### config.mk
export PLATFORM = sky130hd
export DESIGN_NAME = rrs_state_ctrl
export DESIGN_NICKNAME = d
export VERILOG_FILES = /design/src/hw/rrs_pkg.sv /design/src/hw/rrs_clock_div.sv /design/src/hw/rrs_state_ctrl.sv
export SDC_FILE = /design/constraint.sdc
export NUM_CORES = 1
export LEC_CHECK = 0
export BUFFER_PORTS_ARGS = -buffer_cell sky130_fd_sc_hd__buf_2
export CELL_PAD_IN_SITES_DETAIL_PLACEMENT = 0
export CELL_PAD_IN_SITES_GLOBAL_PLACEMENT = 1
export CORE_MARGIN = 10
export CORE_UTILIZATION = 32
export CTS_BUF_LIST = sky130_fd_sc_hd__clkbuf_4
export DETAILED_ROUTE_END_ITERATION = 7
export HOLD_SLACK_MARGIN = 0.15
export PLACE_DENSITY = 0.69
export SYNTH_ARGS = -nofsm -noshare
export SYNTH_HDL_FRONTEND = slang
export SYNTH_SLANG_ARGS = --single-unit
### constraint.sdc
create_clock -name clk -period 1.6 [get_ports clk]
set_input_delay 0.32 -clock clk [delete_from_list [all_inputs] [get_ports clk]]
set_output_delay 0.32 -clock clk [all_outputs]
set_load 0.02 [all_outputs]
### src/hw/rrs_pkg.sv
// Purpose: shared constants and types for renderer reset/state control
// Assumes: single 50 MHz clock domain
// Notes:   mode patterns and timing counts live here
package rrs_pkg;

  typedef enum logic [2:0] {
    RRS_ST_POWER_ON,
    RRS_ST_INITIAL,
    RRS_ST_RESET,
    RRS_ST_MEM_INIT,
    RRS_ST_NORMAL
  } rrs_state_e;

  localparam logic [2:0] RRS_MODE_0     = 3'h0;
  localparam logic [2:0] RRS_MODE_1     = 3'h1;
  localparam logic [2:0] RRS_MODE_2     = 3'h2;
  localparam int         RRS_CLK_MHZ    = 50;
  localparam int         RRS_INIT_US    = 200;
  localparam int         RRS_INIT_CYC   = RRS_INIT_US * RRS_CLK_MHZ;
  localparam int         RRS_REFRESH_CYC = 390;
  localparam int         RRS_DOT_DIV    = 2;
  localparam int         RRS_MD_W       = 32;
  localparam int         RRS_HD_W       = 16;
  localparam int         RRS_IRQ_N      = 8;
  localparam int         RRS_R_POS      = 11;
  localparam int         RRS_G_POS      = 5;
  localparam int         RRS_B_POS      = 0;

  // interrupt flag positions
  localparam int RRS_IRQ_SYNC_ERR  = 0;
  localparam int RRS_IRQ_FRAME     = 1;
  localparam int RRS_IRQ_DMA       = 2;
  localparam int RRS_IRQ_CMD_ERR   = 3;
  localparam int RRS_IRQ_VBLANK    = 4;
  localparam int RRS_IRQ_TRAP      = 5;
  localparam int RRS_IRQ_SUSPEND   = 6;
  localparam int RRS_IRQ_BREAK     = 7;

  typedef struct packed {
    logic [4:0] red;
    logic [5:0] green;
    logic [4:0] blue;
  } rrs_rgb_s;

  typedef struct packed {
    logic display_period_out;
    logic colour_detect_out;
    logic dma_request_out;
    logic interrupt_request_out;
    logic wait_out;
  } rrs_pins_s;

endpackage

### src/hw/rrs_clock_div.sv
// Purpose: dot clock derived from the operating clock
// Assumes: divide ratio of two or more
// Notes:   output is a registered toggle
`timescale 1ns/1ns
module rrs_clock_div
  import rrs_pkg::*;
#(
  parameter int DIV = RRS_DOT_DIV
) (
  input  wire logic clk,
  input  wire logic rst_b,
  input  wire logic run,
  output logic      dot_clk
);

  logic [7:0] cnt_reg;

  always_ff @(posedge clk or negedge rst_b) begin
    if (!rst_b) begin
      cnt_reg <= 8'h00;
      dot_clk <= 1'b0;
    end else if (!run) begin
      cnt_reg <= 8'h00;
      dot_clk <= 1'b0;
    end else if (cnt_reg == 8'(DIV / 2 - 1)) begin
      cnt_reg <= 8'h00;
      dot_clk <= ~dot_clk;
    end else begin
      cnt_reg <= cnt_reg + 8'h01;
    end
  end

endmodule

### src/hw/rrs_state_ctrl.sv
// Purpose: processing state and reset control of the renderer
// Assumes: pins sampled synchronously to clk
// Notes:   drawing/display engines live outside; this gates them
`timescale 1ns/1ns

// Overview of operation
// five processing states tracked by controller
// pins undefined before first reset
// no memory refresh while reset low
// latch mode pins on reset rising edge
// host keeps mode pins at legal patterns
// defined pin levels right after reset
// memory data bus driven low in reset
// host bus drives only when read low
// initialize memory before normal operation
// normal state runs drawing and display
// operating clock feeds all but display
// dot clock half rate, capped
// interrupt from eight flag sources
// colour conversion gives 5-6-5 pixel
// memory init after release and capture
module rrs_state_ctrl
  import rrs_pkg::*;
#(
  parameter int INIT_CYC    = RRS_INIT_CYC,
  parameter int REFRESH_CYC = RRS_REFRESH_CYC
) (
  input  wire logic                 clk,
  input  wire logic                 rst_b,
  input  wire logic                 reset_pin_b,
  input  wire logic                 op_select_pin0,
  input  wire logic                 op_select_pin1,
  input  wire logic                 op_select_pin2,
  input  wire logic                 host_read_b,
  input  wire logic [RRS_HD_W-1:0]  host_rd_data,
  input  wire logic [RRS_IRQ_N-1:0] irq_events,
  input  wire logic [RRS_IRQ_N-1:0] irq_clear,
  input  wire logic                 draw_active,
  input  wire logic                 display_period_out_period,
  input  wire logic                 colour_hit,
  input  wire logic                 dma_req,
  input  wire logic                 host_wait,
  input  wire logic [23:0]          yuv_rgb_in,
  output rrs_state_e                state,
  output logic [2:0]                op_mode,
  output logic                      mode_illegal,
  output logic [RRS_MD_W-1:0]       gfx_mem_data_bus_o,
  output logic                      gfx_mem_data_bus_oe,
  output logic [RRS_HD_W-1:0]       host_data_bus_o,
  output logic                      host_data_bus_oe,
  output logic                      vertical_sync_pin_oe,
  output logic                      horizontal_sync_pin_oe,
  output logic                      odd_field_pin_oe,
  output rrs_pins_s                 pins,
  output logic                      refresh_req,
  output logic                      mem_init_busy,
  output logic                      engine_run,
  output logic                      dot_clk,
  output logic [RRS_IRQ_N-1:0]      irq_flags,
  output rrs_rgb_s                  pixel_out
);

  logic        rst_pin_d_reg;
  logic [31:0] init_cnt_reg;
  logic [31:0] ref_cnt_reg;
  logic        in_reset;

  function automatic logic mode_ok(input logic [2:0] m);
    mode_ok = (m == RRS_MODE_0) || (m == RRS_MODE_1) ||
              (m == RRS_MODE_2);
  endfunction

  assign in_reset = !reset_pin_b;

  ////////////////////////////////////////////////////////////////////////////
  // state sequencing
  always_ff @(posedge clk or negedge rst_b) begin
    if (!rst_b) begin
      state <= RRS_ST_POWER_ON;
    end else if (in_reset) begin
      state <= RRS_ST_RESET;
    end else begin
      unique case (state)
        RRS_ST_POWER_ON: state <= RRS_ST_INITIAL;
        RRS_ST_INITIAL:  state <= RRS_ST_INITIAL;
        RRS_ST_RESET:    state <= RRS_ST_MEM_INIT;
        RRS_ST_MEM_INIT: begin
          if (init_cnt_reg == 32'(INIT_CYC - 1)) begin
            state <= RRS_ST_NORMAL;
          end
        end
        RRS_ST_NORMAL:   state <= RRS_ST_NORMAL;
        default:         state <= RRS_ST_RESET;
      endcase
    end
  end

  always_ff @(posedge clk or negedge rst_b) begin
    if (!rst_b) begin
      rst_pin_d_reg <= 1'b0;
    end else begin
      rst_pin_d_reg <= reset_pin_b;
    end
  end

  // mode capture on reset release
  always_ff @(posedge clk or negedge rst_b) begin
    if (!rst_b) begin
      op_mode      <= RRS_MODE_0;
      mode_illegal <= 1'b0;
    end else if (reset_pin_b && !rst_pin_d_reg) begin
      op_mode      <= {op_select_pin2, op_select_pin1, op_select_pin0};
      mode_illegal <= !mode_ok({op_select_pin2, op_select_pin1,
                                op_select_pin0});
    end
  end

  ////////////////////////////////////////////////////////////////////////////
  // memory initialization and refresh
  always_ff @(posedge clk or negedge rst_b) begin
    if (!rst_b) begin
      init_cnt_reg  <= 32'h0;
      mem_init_busy <= 1'b0;
    end else if (state == RRS_ST_MEM_INIT && !in_reset) begin
      init_cnt_reg  <= init_cnt_reg + 32'h1;
      mem_init_busy <= init_cnt_reg != 32'(INIT_CYC - 1);
    end else begin
      init_cnt_reg  <= 32'h0;
      mem_init_busy <= 1'b0;
    end
  end

  always_ff @(posedge clk or negedge rst_b) begin
    if (!rst_b) begin
      ref_cnt_reg <= 32'h0;
      refresh_req <= 1'b0;
    end else if (in_reset || state != RRS_ST_NORMAL) begin
      ref_cnt_reg <= 32'h0;
      refresh_req <= 1'b0;
    end else if (ref_cnt_reg == 32'(REFRESH_CYC - 1)) begin
      ref_cnt_reg <= 32'h0;
      refresh_req <= 1'b1;
    end else begin
      ref_cnt_reg <= ref_cnt_reg + 32'h1;
      refresh_req <= 1'b0;
    end
  end

  ////////////////////////////////////////////////////////////////////////////
  // pin states
  always_ff @(posedge clk or negedge rst_b) begin
    if (!rst_b) begin
      gfx_mem_data_bus_o     <= '0;
      gfx_mem_data_bus_oe    <= 1'b0;
      host_data_bus_o        <= '0;
      host_data_bus_oe       <= 1'b0;
      vertical_sync_pin_oe   <= 1'b0;
      horizontal_sync_pin_oe <= 1'b0;
      odd_field_pin_oe       <= 1'b0;
    end else if (in_reset) begin
      gfx_mem_data_bus_o     <= '0;
      gfx_mem_data_bus_oe    <= 1'b1;
      host_data_bus_o        <= '0;
      host_data_bus_oe       <= !host_read_b;
      vertical_sync_pin_oe   <= 1'b0;
      horizontal_sync_pin_oe <= 1'b0;
      odd_field_pin_oe       <= 1'b0;
    end else begin
      gfx_mem_data_bus_o     <= '0;
      gfx_mem_data_bus_oe    <= 1'b0;
      host_data_bus_o        <= host_rd_data;
      host_data_bus_oe       <= !host_read_b;
      vertical_sync_pin_oe   <= 1'b0;
      horizontal_sync_pin_oe <= 1'b0;
      odd_field_pin_oe       <= 1'b0;
    end
  end

  always_ff @(posedge clk or negedge rst_b) begin
    if (!rst_b) begin
      pins <= '{1'b0, 1'b0, 1'b1, 1'b1, 1'b1};
    end else if (in_reset || state != RRS_ST_NORMAL) begin
      pins <= '{1'b0, 1'b0, 1'b1, 1'b1, 1'b1};
    end else begin
      pins.display_period_out    <= display_period_out_period;
      pins.colour_detect_out     <= colour_hit;
      pins.dma_request_out       <= !dma_req;
      pins.interrupt_request_out <= !(|irq_flags);
      pins.wait_out              <= !host_wait;
    end
  end

  ////////////////////////////////////////////////////////////////////////////
  // normal operation, interrupts, colour packing
  always_ff @(posedge clk or negedge rst_b) begin
    if (!rst_b) begin
      engine_run <= 1'b0;
    end else begin
      engine_run <= !in_reset && state == RRS_ST_NORMAL
                    && draw_active;
    end
  end

  always_ff @(posedge clk or negedge rst_b) begin
    if (!rst_b) begin
      irq_flags <= '0;
    end else if (in_reset || state != RRS_ST_NORMAL) begin
      irq_flags <= '0;
    end else begin
      irq_flags <= (irq_flags & ~irq_clear) | irq_events;
    end
  end

  always_ff @(posedge clk or negedge rst_b) begin
    if (!rst_b) begin
      pixel_out <= '0;
    end else begin
      pixel_out.red   <= yuv_rgb_in[23:19];
      pixel_out.green <= yuv_rgb_in[15:10];
      pixel_out.blue  <= yuv_rgb_in[7:3];
    end
  end

  // display unit gets derived dot clock; rest runs on clk
  rrs_clock_div #(
    .DIV (RRS_DOT_DIV)
  ) u_dot_div (
    .clk     (clk),
    .rst_b   (rst_b),
    .run     (state == RRS_ST_NORMAL),
    .dot_clk (dot_clk)
  );

endmodule

==> qor.yml <==
yosys:
  synth_top_family_by_area: "simple AND/OR/NAND/NOR gates"
  syn_area_um2: 6050
  synthAdderAreaFrac: 0.0103
  synthMuxAreaShare: 0.0139
  yosysSeqAreaShare: 0.543
  synth_seq_cells: 131
  synthFlopType: "dfrtp_1"
  synth_compound_area_frac: 0.0795
  synth_area_leader_cell: "dfrtp_1"
  yosysTopAreaCellShare: 0.530
  syn_area_per_cell_um2: 10.4
  yosys.area_share.simple: 0.239
  synthCells: 579
  synth_area_leaders: "dfrtp_1 (53%), buf_4 (4.7%), a21oi_1 (3.2%)"
  yosys_warnings: 0
  synth_cell_types: 50
  async_reset_ff_frac: 1.00
  synthXorXnorAreaFrac: 0.0406
  synth_edf_count: 0
placed_design:
  place_congestion: 0.783
  place_ws_ns: -0.168
  dpl.hpwl_mm: 12.2
  portBuffers: 117
routing:
  vias: 5539
  drtIter0Drc: 182
  drt_first_pass_iters: 4
  avgViaCountPerCell: 4.81
  wl_mm: 18.2
  drc: 0
  wire_per_inst_um: 15.8
  ant_nets: 0
outcome:
  status: "finished with violations"
  violations: "negative setup slack"
flow_run:
  drv_cap: 0
cts:
  htreeDepth: 4
  cts_buffers: 17
  cts_tree: "yes"
  clockRootBuffer: "clkbuf_4"
  worstSkewPairLatency_ns: 0.53
  cts.sinks: 131
  clkTransAtPathRegs_ns: 0.12
  cts.path.max_buffers: 2
pwr:
  cellLeakagePower_nw: 4.33
  powerDensity_nw_per_um2: 647
  peakVddDrop_mv: 0.469
cells_and_area:
  final_core_util: 0.494
  nets: 976
  drive_above_1_share: 0.419
  area_growth_pct: 52.4
  nFillCells: 1701
timing:
  fmax_ghz: 0.570
  hold_viol: 0
  period_minus_slack_ns: 1.76
  post-route-period-util: 1.10
  skew_ns: 0.0207
  rsz0062_at_grt: "yes"
  slew_viol_final: 0
  setup_viol: 35
  setup_slack_ns: -0.156
worst_setup_path:
  cp.arrival_ns: 2.16
  start_kind: "flop"
  path_class: "reg -> reg"
  critPathMaxFanout: 11
  worst_setup_path_end_kind: "flop"
  crit_required_ns: 2.01
global_routing:
  grt_max_degree: 37
  antenna_found_initial: 1
  grt_pass1_wl_mm: 29.6
  grt_pass1_vias: 5979
  track_usage: 0.147
  overflow: 0
die:
  die_w_um: 157
  die-area_um2: 24800
  core_area_um2: 18600
  die_h_um: 157
  num_io_pins: 161
  core.rowCount: 50
  initial_core_util: 0.324
min_path:
  hold_class: "in -> async"
layout make-up:
class,instances,area (um2),share of cell area
flip-flops and latches,131,3290,0.357
multi-input cells,406,2790,0.303
repair buffers,330,2530,0.275
well taps,234,293,0.0318
clock buffers,18,135,0.0147
clock inverters,14,108,0.0117
inverters,17,63.8,0.00692
diodes,1,2.50,0.000272
placed cells by master, fill, tap and decap left out, drive strengths merged, types with 3 or more instances in the layout:
master,n
and4,17
o21ai,12
and3,10
dfrtp,128
ha,5
mux2,3
inv,20
nand3,32
nor3,3
nand4,24
conb,35
xnor2,6
clkinv,7
nand2,38
dfstp,3
mux2i,5
nor2,44
buf,269
clkinvlp,4
xor2,22
o31ai,22
nor4,13
or3,8
clkbuf,19
or4,22
a21oi,41
dlygate4sd3,60
or2,5
and2,27
final timing paths:
kind,from,to,cells after the start,slack (ns)
min,rst_b,host_data_bus_o[11],3,0.33
max,ref_cnt_reg[11],ref_cnt_reg[21],6,-0.16
max in group asynchronous,rst_b,host_data_bus_o[10],3,0.68
max reg2reg,ref_cnt_reg[11],ref_cnt_reg[21],6,-0.16
min in group clk,yuv_rgb_in[15],pixel_out[10],2,0.43
min reg2reg,init_cnt_reg[0],init_cnt_reg[0],1,0.46
critical path, stage by stage (launching register included):
cell,delay (ns)
dfrtp_1,0.40
buf_4,0.14
nor4_1,0.28
nand4_1,0.25
o21ai_4,0.31
clkbuf_16,0.23
a21oi_1,0.04
layer usage:
metal	part of all wire	track usage
met1	0.40	0.162
met2	0.53	0.263
met3	0.059	0.0497
met4	0.0072	0.0427
met5	0	0
per-stage QoR:
stage / instance area, um2 / total power, mW / setup TNS, ns / hold WS, ns / instances
floorplan: 6200 / 3.75 / -0.0148 / 0.0244 / 613
global placement: 7590 / 3.93 / -1.53 / 0.155 / 1014
detailed placement: 7590 / 3.94 / -3.20 / 0.156 / 1014
CTS: 8790 / 6.04 / -2.75 / 0.286 / 1128
global route: 9220 / 6.26 / -7.09 / 0.282 / 1151
finish: 9220 / 5.96 / -4.09 / 0.326 / 1151
power breakdown:
part / leakage [nW] / switching, mW / internal, mW / total [mW]
clock network: 0.124 / 1.31 / 0.645 / 1.96
logic: 2.47 / 0.352 / 0.254 / 0.605
registers: 1.73 / 0.0210 / 3.37 / 3.39
total: 4.33 / 1.69 / 4.27 / 5.96
kinds of logic after synthesis:
group	count (synthesis)
xor+xnor	28
buf+inv	76
flops	131
fa+ha+maj	5
mux	8
simple gates	250
compound gates	80
other cells	1
cells in the mapped netlist, types with 6 or more instances:
library cell / number
or4_1: 20
and2_1: 24
nand3_1: 31
nor2_1: 44
o21ai_0: 11
and3_1: 10
o31ai_1: 22
buf_2: 7
dfrtp_1: 128
nor4_1: 13
a21oi_1: 39
buf_4: 38
nand2_1: 38
or3_1: 8
xnor2_1: 6
clkbuf_1: 13
nand4_1: 22
xor2_1: 22
and4_1: 16
inv_1: 17
timing repair:
action / CTS / global route
gates resized for setup: 48 / 58
hold buffers: 60 / 0
pin swaps: 26 / 13
endpoints found under the setup margin: 48 / 75
endpoints found under the hold margin: 184 / 0
cloned: 3 / 2
setup buffers: 20 / 20
Note: power is estimated with default switching activity, not from simulation.
